==> src/hw/ssi_encoder_pkg.sv <==
// Shared constants and types of the serial absolute encoder port
package ssi_encoder_pkg;

	// System clock and recovery timing
	localparam int SYS_CLK_HZ = 20_000_000;
	localparam int SYS_CLK_MHZ = SYS_CLK_HZ / 1_000_000;
	localparam int RECOVERY_TIMEOUT_NS = 20000;
	// Least time, so round up to whole cycles
	localparam int RECOVERY_CYCLES_INT = (RECOVERY_TIMEOUT_NS * SYS_CLK_MHZ + 999) / 1000;
	localparam int TIMER_BITS = 9;
	localparam logic [8:0] RECOVERY_CYCLES = 9'(RECOVERY_CYCLES_INT);

	// Word layout
	localparam int ST_MAX_BITS = 14;
	localparam logic [3:0] ST_MIN_RES = 4'h9;
	localparam logic [3:0] ST_MAX_RES = 4'hE;
	localparam int MT_BITS = 12;
	localparam logic [5:0] MT_LEN = 6'h0C;
	localparam int BCD_BITS = 20;
	localparam logic [5:0] BCD_LEN = 6'h14;
	localparam int BCD_DIGITS = 5;
	localparam int WORD_BITS = 32;
	localparam logic [5:0] WORD_LEN = 6'h20;
	localparam int COUNT_BITS = 6;

	// Line levels
	localparam logic LINK_IDLE_LEVEL = 1'b1;
	localparam logic DATA_ACK_LEVEL = 1'b0;

	// Position code selection
	typedef enum logic [1:0] {CODE_BINARY, CODE_GRAY, CODE_BCD} code_e;

	// Readout sequencer phases
	typedef enum logic [1:0] {PH_IDLE, PH_SHIFT, PH_RECOVER} phase_e;

endpackage

==> src/hw/position_coder.sv <==
// Position coder: zero offset, direction, code selection and word packing
`timescale 1ns/1ps
`default_nettype none
module position_coder
	import ssi_encoder_pkg::*;
(
	input wire logic [ST_MAX_BITS-1:0] angle_in,
	input wire logic [MT_BITS-1:0] turns_in,
	input wire logic [3:0] res_bits_in,
	input wire logic mt_enable_in,
	input wire code_e code_sel_in,
	input wire logic dir_invert_in,
	input wire logic [ST_MAX_BITS-1:0] zero_offset_in,
	output logic [WORD_BITS-1:0] word_out,
	output logic [COUNT_BITS-1:0] word_len_out
);

	// Binary to single-step code, used for both parts of the word
	function automatic logic [ST_MAX_BITS-1:0] to_gray(input logic [ST_MAX_BITS-1:0] v);
		to_gray = v ^ (v >> 1);
	endfunction

	// Shift-and-add-three, one decimal digit per nibble
	function automatic logic [BCD_BITS-1:0] to_bcd(input logic [ST_MAX_BITS-1:0] v);
		logic [BCD_BITS+ST_MAX_BITS-1:0] s;
		s = {{BCD_BITS{1'b0}}, v};
		for (int i = 0; i < ST_MAX_BITS; i++)
		begin
			for (int d = 0; d < BCD_DIGITS; d++)
			begin
				if (s[ST_MAX_BITS+4*d +: 4] >= 4'h5)
				begin
					s[ST_MAX_BITS+4*d +: 4] = s[ST_MAX_BITS+4*d +: 4] + 4'h3;
				end
			end
			s = s << 1;
		end
		to_bcd = s[BCD_BITS+ST_MAX_BITS-1:ST_MAX_BITS];
	endfunction

	logic [3:0] res;
	logic [ST_MAX_BITS-1:0] mask;
	logic [ST_MAX_BITS-1:0] st;
	logic [BCD_BITS-1:0] st_field;
	logic [MT_BITS-1:0] mt_field;
	logic [5:0] st_len;
	logic [5:0] len;
	logic [WORD_BITS-1:0] joined;

	// Coding of one sample; purely combinational, captured by the sequencer
	always_comb
	begin
		res = res_bits_in;
		if (res < ST_MIN_RES)
		begin
			res = ST_MIN_RES;
		end
		else if (res > ST_MAX_RES)
		begin
			res = ST_MAX_RES;
		end
		mask = ST_MAX_BITS'((32'h1 << res) - 32'h1);
		st = (angle_in - zero_offset_in) & mask;
		// Natural codes turn round by mirroring the range
		if (dir_invert_in && code_sel_in != CODE_GRAY)
		begin
			st = mask - st;
		end
		st_field = BCD_BITS'(st);
		mt_field = turns_in;
		st_len = {2'b00, res};
		case (code_sel_in)
			CODE_GRAY:
			begin
				st_field = BCD_BITS'(to_gray(st));
				mt_field = MT_BITS'(to_gray({2'b00, turns_in}));
				if (dir_invert_in)
				begin
					st_field = st_field ^ (BCD_BITS'(1) << (res - 4'h1));
				end
			end
			CODE_BCD:
			begin
				st_field = to_bcd(st);
				st_len = BCD_LEN;
			end
			default:
			begin
				st_field = BCD_BITS'(st);
			end
		endcase
		if (mt_enable_in)
		begin
			len = MT_LEN + st_len;
			joined = ({20'h0_0000, mt_field} << st_len) | {12'h000, st_field};
		end
		else
		begin
			len = st_len;
			joined = {12'h000, st_field};
		end
		word_len_out = len;
		word_out = joined << (WORD_LEN - len);
	end

endmodule
`default_nettype wire

==> src/hw/ssi_encoder_port.sv <==
// Serial absolute encoder port: shift register under a retriggerable one-shot
// Operation
// - Idle: clock and data lines stay high
// - First falling edge starts a readout
// - Each rising edge shifts next bit, MSB first
// - Revolution count goes out before angle
// - After last edge data low for timeout
// - One-shot timer ends transfer and recovery
// - Data only sent in answer to clocks
// - Up to three encoders share a clock
// - Angle width follows resolution, nine to fourteen, except the decimal option at 20
// - Gray option: neighbours differ in one bit
// - Inverted top Gray bit reverses direction
// - Decimal option codes each digit in binary
// - Zero point settable anywhere in range
`timescale 1ns/1ps
`default_nettype none
module ssi_encoder_port
	import ssi_encoder_pkg::*;
(
	input wire logic sys_clk_in,
	input wire logic nrst_in,
	input wire logic ssi_clk_in,
	output logic ssi_data_out,
	output logic busy_out,
	input wire logic [ST_MAX_BITS-1:0] angle_in,
	input wire logic [MT_BITS-1:0] turns_in,
	input wire logic [3:0] res_bits_in,
	input wire logic mt_enable_in,
	input wire code_e code_sel_in,
	input wire logic dir_invert_in,
	input wire logic [ST_MAX_BITS-1:0] zero_offset_in
);

	typedef struct packed {
		logic sync_a;
		logic sync_b;
		logic clk_prev;
		phase_e phase;
		logic [WORD_BITS-1:0] sr;
		logic [COUNT_BITS-1:0] bits_left;
		logic [TIMER_BITS-1:0] timer;
		logic data;
	} port_s;

	// Synchronisers start high so reset release never fakes a start edge
	localparam port_s RESET_STATE = '{
		sync_a: LINK_IDLE_LEVEL,
		sync_b: LINK_IDLE_LEVEL,
		clk_prev: LINK_IDLE_LEVEL,
		phase: PH_IDLE,
		sr: 32'h0000_0000,
		bits_left: 6'h00,
		timer: 9'h000,
		data: LINK_IDLE_LEVEL
	};

	port_s state_reg;
	port_s state_next;
	logic [WORD_BITS-1:0] coded_word;
	logic [COUNT_BITS-1:0] coded_len;
	logic clk_rise;
	logic clk_fall;
	logic link_edge;

	position_coder coder (
		.angle_in(angle_in),
		.turns_in(turns_in),
		.res_bits_in(res_bits_in),
		.mt_enable_in(mt_enable_in),
		.code_sel_in(code_sel_in),
		.dir_invert_in(dir_invert_in),
		.zero_offset_in(zero_offset_in),
		.word_out(coded_word),
		.word_len_out(coded_len)
	);

	// Edges seen only past the second synchroniser stage
	assign clk_rise = state_reg.sync_b & ~state_reg.clk_prev;
	assign clk_fall = ~state_reg.sync_b & state_reg.clk_prev;
	assign link_edge = clk_rise | clk_fall;

	// Next-state logic of the whole port
	always_comb
	begin
		state_next = state_reg;
		state_next.sync_a = ssi_clk_in;
		state_next.sync_b = state_reg.sync_a;
		state_next.clk_prev = state_reg.sync_b;
		if (link_edge)
		begin
			state_next.timer = RECOVERY_CYCLES;
		end
		else if (state_reg.timer != 9'h000)
		begin
			state_next.timer = state_reg.timer - 9'h001;
		end
		case (state_reg.phase)
			PH_IDLE:
			begin
				state_next.data = LINK_IDLE_LEVEL;
				if (clk_fall)
				begin
					state_next.phase = PH_SHIFT;
					state_next.sr = coded_word;
					state_next.bits_left = coded_len;
				end
			end
			PH_SHIFT:
			begin
				if (clk_rise)
				begin
					if (state_reg.bits_left != 6'h00)
					begin
						state_next.data = state_reg.sr[WORD_BITS-1];
						state_next.sr = {state_reg.sr[WORD_BITS-2:0], 1'b0};
						state_next.bits_left = state_reg.bits_left - 6'h01;
					end
					else
					begin
						// extra edge closes word, data low
						state_next.data = DATA_ACK_LEVEL;
						state_next.phase = PH_RECOVER;
					end
				end
				else if (state_reg.sync_b && state_reg.timer == 9'h000 && !link_edge)
				begin
					state_next.phase = PH_IDLE;
					state_next.data = LINK_IDLE_LEVEL;
				end
			end
			PH_RECOVER:
			begin
				state_next.data = DATA_ACK_LEVEL;
				// Timeout only runs while the clock rests high
				if (!state_reg.sync_b)
				begin
					state_next.timer = RECOVERY_CYCLES;
				end
				else if (state_reg.timer == 9'h000 && !link_edge)
				begin
					state_next.phase = PH_IDLE;
					state_next.data = LINK_IDLE_LEVEL;
				end
			end
			default:
			begin
				state_next.phase = PH_IDLE;
				state_next.data = LINK_IDLE_LEVEL;
			end
		endcase
	end

	// Single register bank of the port
	always_ff @(posedge sys_clk_in or negedge nrst_in)
	begin
		if (!nrst_in)
		begin
			state_reg <= RESET_STATE;
		end
		else
		begin
			state_reg <= state_next;
		end
	end

	// Data line comes straight from a flip-flop
	assign ssi_data_out = state_reg.data;
	assign busy_out = (state_reg.phase != PH_IDLE);
endmodule
`default_nettype wire

==> config.mk <==
export PLATFORM = sky130hd
export DESIGN_NAME = ssi_encoder_port
export DESIGN_NICKNAME = d
export VERILOG_FILES = /design/src/hw/ssi_encoder_pkg.sv /design/src/hw/position_coder.sv /design/src/hw/ssi_encoder_port.sv
export SDC_FILE = /design/constraint.sdc
export NUM_CORES = 1
export LEC_CHECK = 0
export ABC_AREA = 1
export BUFFER_PORTS_ARGS = -buffer_cell sky130_fd_sc_hd__buf_2
export CAP_MARGIN = 0
export CELL_PAD_IN_SITES_DETAIL_PLACEMENT = 0
export CELL_PAD_IN_SITES_GLOBAL_PLACEMENT = 1
export CORE_ASPECT_RATIO = 1.2
export CORE_MARGIN = 8
export CORE_UTILIZATION = 40
export DETAILED_ROUTE_END_ITERATION = 8
export PLACE_DENSITY_LB_ADDON = 0.1
export RECOVER_POWER = 50
export SETUP_SLACK_MARGIN = 0.4
export SKIP_CTS_REPAIR_TIMING = 1
export SLEW_MARGIN = 20
export SYNTH_ARGS = -nofsm -noshare
export SYNTH_HDL_FRONTEND = slang
export SYNTH_HIERARCHICAL = 1
export SYNTH_SLANG_ARGS = --single-unit
==> constraint.sdc <==
create_clock -name sys_clk_in -period 2.7 [get_ports sys_clk_in]
set_input_delay 0.54 -clock sys_clk_in [delete_from_list [all_inputs] [get_ports sys_clk_in]]
set_output_delay 0.54 -clock sys_clk_in [all_outputs]
set_load 0.02 [all_outputs]
# Word-level counts from Yosys, hierarchy flattened

Index checks and enable logic that the tools add are counted.

Bits in registers: 53
Input port bits: 51
Output and inout port bits: 2
Word-level logic and storage cells: 314

Add/subtract/negate cells: 66
Magnitude comparators: 60
Eq/ne operators: 12
Shift-type cells: 4
Muxes and demuxes: 141
Bitwise gates (word level): 10
Reductions and logical operators: 13

Operator list:

| kind                  | number |
|---|---|
| $mux 4                | 95 |
| $ge 4x3->1 const B    | 57 |
| $add 4x2->4 const B   | 47 |
| $mux 38               | 2 |
| $pmux 38 s2           | 1 |
| $mux 3                | 19 |
| $mux 40               | 1 |
| $pmux 20 s2           | 1 |
| $mux 9                | 4 |
| $mux 32               | 1 |
| $or 32x20->32         | 1 |
| $shl 12x6->32         | 1 |
| $shl 32x6->32         | 1 |
| $add 3x2->3 const B   | 10 |
| $sub 14x14->14        | 2 |
| $mux 20               | 1 |
| $shl 1x4->20 const A  | 1 |
| $xor 14x20->20        | 1 |
| $and 14x14->14        | 1 |
| $mux 14               | 1 |
| $shl 1x4->14 const A  | 1 |
| $sub 14x1->14 const B | 1 |
| $xor 14x13->14        | 1 |
| $mux 12               | 1 |
| other kinds (33)      | 54 |

# Longest topological paths before layout

Gate-level depths: netlist of run 1.

Depth after elaboration: 52
Gate-level depth with buffers: 108
Mapped depth without buffers: 108

# By module

Netlist of run 1, hierarchy kept.

By module, submodules not included:

| module           | instances | cells each | area each (sq um) | seq. area each (sq um) |
|---|---|---|---|---|
| position_coder   | 1         | 1,466      | 7,430.9           | 0.0 |
| ssi_encoder_port | 1         | 296        | 2,683.8           | 1,331.3 |

# Least setup slack after synthesis of run 1

Ideal clock, no wire load.

Path kind: input-to-reg
From: input angle_in[0]
To: register state_reg[36] in the netlist's numbering
Library setup time: 76 ps
Arrival: 10,363 ps
Data required time: 2,624 ps
Setup slack: -7,740 ps
Cell stages on the path: 96
Path buffers: 0
Path through: inv_1 -> ha_1 -> fa_1 -> nand2_1 -> ha_1 -> a21oi_1 -> nand2_1 -> nor2_1 -> nand3_1 -> nand2_1 -> nand2_1 -> nand2_1 -> inv_2 -> ha_1 -> inv_1 -> nor2_1 -> nor2_2 -> inv_1 -> [60 not listed] -> xor2_2 -> ha_1 -> inv_1 -> o21ai_1 -> nand2_1 -> a21oi_1 -> o21ai_1 -> nand2_1 -> nand3_1 -> nand3_1 -> nand2_1 -> nand2_1 -> nand3_1 -> nand2_1 -> nand2_1 -> nor2_1 -> mux2i_1 -> o21ai_1

Word-level cells in the longest chain between the ends: 48
Elaborated cells on any way between the ends: 212
Classes of those cells: 53 x add/sub; 51 x order compare; 1 x shift; 103 x mux; 4 x bitwise

Ends and longest elaborated chain:

| item                                             | RTL line                                   | RTL |
|---|---|---|
| start, declared                                  | ssi_encoder_port.sv:26                     | `input wire logic [ST_MAX_BITS-1:0] angle_in,` |
| $sub 14x14->14 (*)                               | position_coder.sv:63                       | `st = (angle_in - zero_offset_in) & mask;` |
| $and 14x14->14 (*)                               | position_coder.sv:63                       |  |
| $sub 14x14->14                                   | position_coder.sv:67                       | `st = mask - st;` |
| $mux 14 (*)                                      | position_coder.sv:65                       | `if (dir_invert_in && code_sel_in != CODE_GRAY)` |
| $ge 1x3->1 / $add 1x2->3 (equally long branches) | position_coder.sv:31, position_coder.sv:33 |  |
| $mux 4                                           | position_coder.sv:31                       | `if (s[ST_MAX_BITS+4*d +: 4] >= 4'h5)` |
| $mux 4                                           | position_coder.sv:72                       | `case (code_sel_in)` |
| $add 4x2->4 / $ge 4x3->1 (equally long branches) | position_coder.sv:33, position_coder.sv:31 |  |
| [33 not listed]                                  | n/a                                        |  |
| $mux 4 / $mux 3 (equally long branches)          | position_coder.sv:31                       |  |
| $pmux 20 s2 (*)                                  | position_coder.sv:72                       |  |
| $or 32x20->32                                    | position_coder.sv:95                       | `joined = ({20'h0_0000, mt_field} << st_len) \| {12'h000, st_field};` |
| $mux 32 (*)                                      | position_coder.sv:92                       | `if (mt_enable_in)` |
| $shl 32x6->32 (*)                                | position_coder.sv:103                      | `word_out = joined << (WORD_LEN - len);` |
| net coded_word[20]                               | ssi_encoder_port.sv:60                     | `logic [WORD_BITS-1:0] coded_word;` |
| $mux 40 (*)                                      | ssi_encoder_port.sv:102                    | `if (clk_fall)` |
| $pmux 38 s2 (*)                                  | ssi_encoder_port.sv:98                     | `case (state_reg.phase)` |
| end signal, assigned                             | ssi_encoder_port.sv:163                    | `state_reg <= state_next;` |
| end, declared                                    | ssi_encoder_port.sv:58                     | `port_s state_reg;` |

The timed path passes the listed nets; every way through them passes the cells marked *. The select of a mux whose other input is x is not followed.
A chain may end at the register's enable or synchronous reset.

# Final worst setup path of run 1

From: input angle_in[0]
To: register state_reg[47] in the netlist's numbering

The elaborated chain is that of the path after synthesis.

==> qor.yml, run 1 <==
die_h_um: 190
crit_slowest_cell: "fa_2"
nNetsFinal: 2302
wl_mm: 32.5
synth_top_cell_by_area: "nand2_1"
slew_headroom_pct: 21.3
grt_pass1_vias: 11700
ys_seq_elements: 53
setup_ws_ns: -7.36
dr.pass1.iters: 5
synth_top_area_share_pct: 19.6
fin_util_pct: 60.1
synthCells: 1762
period_needed_ns: 10.06
required_ns: 2.88
synth_area_per_cell_sq_um: 5.74
crit_path_end_kind: "register"
clk-insertion-delay-late_ns: 0.30
largest_reg_flops: 50
multiInputGateArea_sq_um: 8390
cts_root_buf: "clkbuf_16"
crit_type: "in2reg"
cts_tree: "yes"
routed_via_density: 4.94
dpl.hpwl_mm: 27.3
register_area_sq_um: 1330
ant_nets: 0
grt_pass1_wl_mm: 52.4
layout.cells.non_filler: 2515
initial_core_util_pct: 40.9
gp_congestion: 0.927
cp_max_fo: 4
coreArea_sq_um: 24800
status: "finished, violations left"
drive_above_1_share_pct: 38.2
worst_pin_slew_ns: 1.18
syn_to_final_growth_pct: 47.1
hold_class: "in2reg"
netlist_area_sq_um: 10100
clock-sinks: 53
io_buffers: 52
grt_max_degree: 39
yosysWarnings: 6
grt_antenna_before_repair: 0
antenna_cells: 0
clock_skew_ns: 0.00591
finalSetupViolCount: 32
period_share_pct: 373
async_flop_share_pct: 100
hold_ws_ns: 0.339
critical_path.startpoint_type: "input pin"
die-width_um: 161
maxCapViolations: 0
ios: 53
drtIter0Drc: 512
yosysUniqueCellTypes: 54
vias: 12400
synth_edf_count: 0
ys_seq_area_share_pct: 13.2
synth-main-ff-cell: "dfrtp_1"
dp_cells: 2482
cpMostUsedCell: "nand2_2"
cts.reportedPaths.clkPinSlew_ns: 0.07
max_stage_delay_ns: 0.52
rsz0062_at_grt: "true"
grt_overflow: 0
synth_area_leaders: "nand2_1, nand3_1, dfrtp_1"
critPathArrivalTime_ns: 10.24
grtUsageTotal_pct: 20.1
drc: 0
cts_max_level: 2
floorplan.rows: 63
post_drt_wl_per_cell_um: 12.9
die_area_sq_um: 30700
fmax_ghz: 0.0994
violations: "setup timing"
cts_buffers: 5
fillers: 2535
drv_slew: 0
hold_viol: 0
design_area_sq_um: 14900
place_area_sq_um: 13900
clk_path_buf_depth: 2
[per-stage QoR]
stage	setup TNS [ns]	setup slack [ns]
floorplan	-221.46	-7.23
global placement	-233.03	-7.67
detailed placement	-243.42	-7.98
CTS	-234.25	-7.67
global route	-247.26	-8.05
finish	-225.58	-7.36
[kinds of logic (layout without fill, tap and decap cells)]
logic type / Yosys count / count (layout) / synth area share, %
xor gates and xnor gates: 33 / 33 / 3.29
AOI/OAI and AO/OA: 237 / 237 / 13.1
DFF: 53 / 53 / 13.2
other: 1 / 3 / 0.0371
adders and majority gates: 62 / 62 / 7.74
muxes: 35 / 35 / 3.46
and+or+nand+nor: 1020 / 1020 / 46.5
buffers and inverters: 321 / 747 / 12.7
[critical path, delay by kind of cell]
kind	cells	cell delay (ns)
and+or+nand+nor	52	4.38
AOI/OAI and AO/OA	6	0.66
buffers and inverters	20	1.12
xor gates and xnor gates	3	0.61
adders and majority gates	14	2.61
muxes	1	0.27
[layer usage]
| metal | up-vias | GRT usage [%] | routed length (um) |
|---|---|---|---|
| li1 | 6558 | - | - |
| met1 | 5630 | 22.9 | 13700 |
| met2 | 177 | 38.3 | 17000 |
| met3 | 61 | 1.21 | 732 |
| met4 | 0 | 8.27 | 1130 |
| met5 | - | 0 | 0 |
[placed cells by master (no fill, tap or decap), types with 9 or more instances in the layout]
cell	n
nand2_1	476
buf_4	404
inv_1	214
nand3_1	191
nand2_2	100
o21ai_0	82
nand3_2	79
nor2_1	69
o21ai_1	52
buf_2	49
dfrtp_1	49
inv_2	45
a21oi_1	41
ha_1	40
mux2i_1	35
nand4_1	26
nand2_4	22
xor2_1	20
nor2_2	19
a21oi_2	13
o21ai_2	13
ha_4	13
buf_12	9
[synthesized netlist by cell type (8+ instances only)]
| library cell | instances |
|---|---|
| ha_1 | 61 |
| mux2i_1 | 35 |
| o21ai_1 | 53 |
| nand2_4 | 16 |
| clkbuf_1 | 19 |
| nor2_1 | 87 |
| o21ai_0 | 89 |
| a21oi_1 | 53 |
| nand3_2 | 22 |
| inv_2 | 34 |
| nand2_1 | 528 |
| nand2_2 | 55 |
| inv_1 | 229 |
| buf_2 | 24 |
| xor2_1 | 21 |
| or2_2 | 8 |
| nand3_1 | 250 |
| nand4_1 | 26 |
| dfrtp_1 | 49 |
[final cells by class]
| cell class | count | share of cell area [%] |
|---|---|---|
| sequential | 53 | 8.95 |
| clock buffer | 5 | 0.841 |
| clock inverter | 3 | 0.320 |
| inverter | 268 | 6.92 |
| multi-input combinational | 1390 | 56.4 |
| tap | 325 | 2.73 |
| timing repair buffer | 471 | 23.8 |
[worst paths after layout]
check	from	depth (start not counted)	slack [ns]	end
setup / recovery	angle_in[0]	96	-7.36	state_reg[47]
hold / removal	ssi_clk_in	1	0.34	state_next[51]
setup reg to reg	state_reg[10]	10	0.69	state_reg[15]
hold reg to reg	state_next[51]	0	0.37	state_next[50]
max in group asynchronous	nrst_in	2	0.73	state_reg[10]
min in group asynchronous	nrst_in	1	0.37	state_reg[8]
Power of run 1 is not shown: default switching activity piles up to over one toggle a cycle in this logic, so the estimate is an artifact.
==> run 2: changes to the inputs <==
--- a/config.mk
+++ b/config.mk
@@ -11,7 +11,6 @@
 export CELL_PAD_IN_SITES_DETAIL_PLACEMENT = 0
 export CELL_PAD_IN_SITES_GLOBAL_PLACEMENT = 1
 export CORE_ASPECT_RATIO = 1.2
-export CORE_MARGIN = 8
 export CORE_UTILIZATION = 40
 export DETAILED_ROUTE_END_ITERATION = 8
 export PLACE_DENSITY_LB_ADDON = 0.1
==> run 2 against run 1 <==
Effect of this change:
- the flow still finishes with violations (setup timing)
- sequential share of layout area is essentially flat
- count of clock-buffer cells in the layout is the same
- worst setup slack lost 0.26 ns
- non-clock buffer count shrank 13
- clock skew grew 0.0035 ns
- final area is essentially flat
- global-route usage grew 3.7 points
- cell count shrank 0.52%
- utilization is essentially flat
- via count shrank 0.90%
- highest routed layer unchanged
==> qor.yml, run 2 (synthesis results as in run 1) <==
post_drt_wl_per_cell_um: 12.7
hold_viol: 0
multiInputGateArea_sq_um: 8470
crit_slowest_cell: "fa_2"
cp_max_fo: 4
period_needed_ns: 10.32
drc: 0
die-width_um: 147
syn_to_final_growth_pct: 47.0
drtIter0Drc: 473
cp-endpoint: "state_reg[47]"
r2r_end: "state_reg[23]"
grt_max_degree: 54
layout_commonest_cell: "nand2_1"
fmax_ghz: 0.0969
critical_path.startpoint_type: "input pin"
dr.pass1.iters: 7
critPathArrivalTime_ns: 10.49
vias: 12300
grtUsageTotal_pct: 23.8
register_area_sq_um: 1330
crit_path_end_kind: "register"
fin_setup_tns_ns: -230.78
clk-insertion-delay-late_ns: 0.30
r2r_start: "state_reg[10]"
hold_class: "in2reg"
cpMostUsedCell: "nand2_2"
dpl.hpwl_mm: 26.4
drive_above_1_share_pct: 37.9
largest_reg_flops: 50
nNetsFinal: 2289
setup_ws_ns: -7.62
grt_overflow: 0
crit_type: "in2reg"
die_h_um: 176
ios: 53
ant_nets: 0
critPathLaunch: "angle_in[0]"
grt_pass1_vias: 11400
floorplan.rows: 63
rsz0062_at_grt: "true"
cts_tree: "yes"
die_area_sq_um: 25900
clock_skew_ns: 0.00937
required_ns: 2.87
clk_path_buf_depth: 2
finalSetupViolCount: 32
wl_mm: 31.9
period_share_pct: 382
status: "finished, violations left"
rrSetupSlack_ns: 0.65
final_cell_mix: "nand2_1, buf_4, inv_1"
clock-sinks: 53
cts_buffers: 5
slew_headroom_pct: 12.4
maxCapViolations: 0
worst_pin_slew_ns: 1.31
violations: "setup timing"
max_stage_delay_ns: 0.53
cts.reportedPaths.clkPinSlew_ns: 0.07
initial_core_util_pct: 40.9
io_buffers: 52
gp_congestion: 0.939
worstRegToRegCells: 9
grt_antenna_before_repair: 0
cts_root_buf: "clkbuf_16"
cts_max_level: 2
drv_slew: 0
coreArea_sq_um: 24800
routed_via_density: 4.92
fillers: 2501
antenna_cells: 0
grt_pass1_wl_mm: 51.4
## run 2: cell types whose count changed in the layout (fill, tap and decap cells not counted), moves of 3 or more
cell      delta
buf_4       -14
clkbuf_1     -3
nand2_2      -4
nand3_4      +4
nor2_2       +4
## run 2: critical path: cells and delay by family
family / cells / cell delay [ns]
buffers and inverters: 18 / 1.02
AND/OR/NAND/NOR: 51 / 4.46
adder cells (fa/ha/maj): 14 / 2.61
XOR/XNOR: 3 / 0.59
multiplexers: 1 / 0.23
AO/OA/AOI/OAI: 7 / 1.00
## run 2: worst min path at each step
stage,from,end,cells past startpoint,slack (ns)
final,ssi_clk_in,state_next[51],1,0.34
after global routing,ssi_clk_in,state_next[51],1,0.34
after CTS,ssi_clk_in,state_next[51],1,0.33
after detailed placement,state_next[51],state_next[50],0,0.35
after global placement,state_next[51],state_next[50],0,0.35
after floorplan,nrst_in,state_reg[10],0,0.24
## run 2: per-layer routing
metal	routed length, um	up-vias	global-route usage (%)
met1	13700	5594	27.8
met5	0	-	0
met3	451	45	0.775
li1	-	6531	-
met2	16700	144	46.1
met4	931	0	7.52
## run 2: layout make-up
cell class	instances	share of cell area (%)
inverters	268	6.91
multi-input cells	1390	56.9
clock inverters	3	0.320
flip-flops and latches	53	8.95
clock buffers	5	0.841
repair buffers	458	23.3
well taps	325	2.73
## run 2: per-stage QoR
step | cells | hold WS [ns] | cell area (sq um) | util [%] | setup WS (ns)
2_1_floorplan | 1764 | 0.244 | 10500 | - | -7.23
3_3_place_gp | 2469 | 0.347 | 13800 | 55.8 | -7.71
3_5_place_dp | 2469 | 0.349 | 13800 | 55.8 | -8.18
4_1_cts | 2477 | 0.334 | 14000 | 56.5 | -7.86
5_1_grt | 2502 | 0.336 | 14900 | 60.1 | -8.23
6_report | 2502 | 0.339 | 14900 | 60.1 | -7.62
Power of run 2 is left out for the same reason.
==> run 3: changes to the inputs <==
--- a/config.mk
+++ b/config.mk
@@ -10,13 +10,14 @@
 export CAP_MARGIN = 0
 export CELL_PAD_IN_SITES_DETAIL_PLACEMENT = 0
 export CELL_PAD_IN_SITES_GLOBAL_PLACEMENT = 1
-export CORE_ASPECT_RATIO = 1.2
+export CORE_ASPECT_RATIO = 0.75
 export CORE_UTILIZATION = 40
 export DETAILED_ROUTE_END_ITERATION = 8
 export PLACE_DENSITY_LB_ADDON = 0.1
 export RECOVER_POWER = 50
 export SETUP_SLACK_MARGIN = 0.4
 export SKIP_CTS_REPAIR_TIMING = 1
+export SKIP_LAST_GASP = 1
 export SLEW_MARGIN = 20
 export SYNTH_ARGS = -nofsm -noshare
 export SYNTH_HDL_FRONTEND = slang
==> constraint.sdc (replaced) <==
create_clock -name sys_clk_in -period 2.7 [get_ports sys_clk_in]
set_input_delay 0.54 -clock sys_clk_in [delete_from_list [all_inputs] [get_ports sys_clk_in]]
set_output_delay 0.54 -clock sys_clk_in [all_outputs]
set_load 0.1 [all_outputs]
==> run 3 against run 2 <==
Effect of this change:
- the flow still finishes with violations (setup timing)
- count of clock-buffer cells in the layout is the same
- register-to-register slack improved by 0.04 ns
- cell count up 0.44%
- critical path type unchanged
- highest routed layer is now met5
==> qor.yml, run 3 (synthesis results as in run 1) <==
nNetsFinal: 2293
drive_above_1_share_pct: 37.0
cts_max_level: 2
finalSetupViolCount: 32
crit_type: "in2reg"
maxCapViolations: 0
post_drt_wl_per_cell_um: 13.0
crit_slowest_cell: "fa_2"
slew_headroom_pct: 12.0
critPathArrivalTime_ns: 10.42
hold_class: "in2reg"
period_share_pct: 377
drtIter0Drc: 729
initial_core_util_pct: 41.5
cp_max_fo: 4
drv_slew: 0
cpMostUsedCell: "nand2_2"
die_area_sq_um: 25900
critical_path.startpoint_type: "input pin"
clock-sinks: 53
setup_ws_ns: -7.49
period_needed_ns: 10.19
dpl_worst_slack_ns: -8.02
die-width_um: 186
floorplan.rows: 49
coreArea_sq_um: 24400
clk_path_buf_depth: 2
clock_skew_ns: 0.00868
grt_overflow: 0
grtUsageTotal_pct: 25.3
io_buffers: 52
final_cell_mix: "nand2_1, buf_4, inv_1"
grt_pass1_wl_mm: 53.9
grt_antenna_before_repair: 2
hold_viol: 0
die_h_um: 140
gp_congestion: 0.925
cts_root_buf: "clkbuf_16"
worst_pin_slew_ns: 1.32
fin_util_pct: 60.3
max_stage_delay_ns: 0.52
violations: "setup timing"
hold_ws_ns: 0.341
cts_buffers: 5
ios: 53
layout_commonest_cell: "nand2_1"
fmax_ghz: 0.0981
cts_tree: "yes"
crit_path_end_kind: "register"
largest_reg_flops: 50
clk-insertion-delay-late_ns: 0.30
dr.pass1.iters: 5
grt_pass1_vias: 11500
fin_setup_tns_ns: -229.19
vias: 12400
grt_max_degree: 54
cts.reportedPaths.clkPinSlew_ns: 0.08
routed_via_density: 4.95
wl_mm: 32.7
required_ns: 2.93
syn_to_final_growth_pct: 45.6
drc: 0
rsz0062_at_grt: "true"
dpl.hpwl_mm: 26.8
status: "finished, violations left"
ant_nets: 0
## run 3: final timing paths
kind | from | to | slack [ns] | cells after the start
worst max-delay path | angle_in[0] | state_reg[33] | -7.49 | 94
worst min-delay path | ssi_clk_in | state_next[51] | 0.34 | 1
worst max register to register | state_reg[10] | state_reg[45] | 0.69 | 9
min in group asynchronous | nrst_in | state_reg[7] | 0.60 | 2
max in group asynchronous | nrst_in | state_reg[41] | 1.29 | 2
worst min register to register | state_next[51] | state_next[50] | 0.36 | 0
## run 3: per-stage QoR
step	area [sq um]	std cells
after detailed placement	13700	2476
after global routing	14700	2513
after floorplan	10500	1764
after CTS	13900	2484
after global placement	13700	2476
final	14700	2513
## run 3: routing by layer
layer / GRT usage [%] / vias up / share of wire, %
met2: 37.1 / 281 / 41
met1: 39.5 / 5589 / 53
met5: 0 / - / 0.040
met4: 2.67 / 2 / 1.1
met3: 3.53 / 29 / 5.5
li1: - / 6543 / -
## run 3: area by class of cell
cell class	count	area, sq um
Antenna cell	1	2.50
Tap cell	331	414
Clock inverter	3	43.8
Multi-Input combinational cell	1390	8360
Fill cell	2426	9680
Timing Repair Buffer	462	3420
Inverter	268	1030
Clock buffer	5	125
Sequential cell	53	1330
## run 3: worst max-delay path: cells and delay by family
kind	cells	cell delay [ns]
compound gates	8	0.99
xor+xnor	3	0.60
fa+ha+maj	13	2.40
buf+inv	20	1.40
mux	1	0.08
simple gates	49	4.39
Power of run 3 is left out for the same reason.
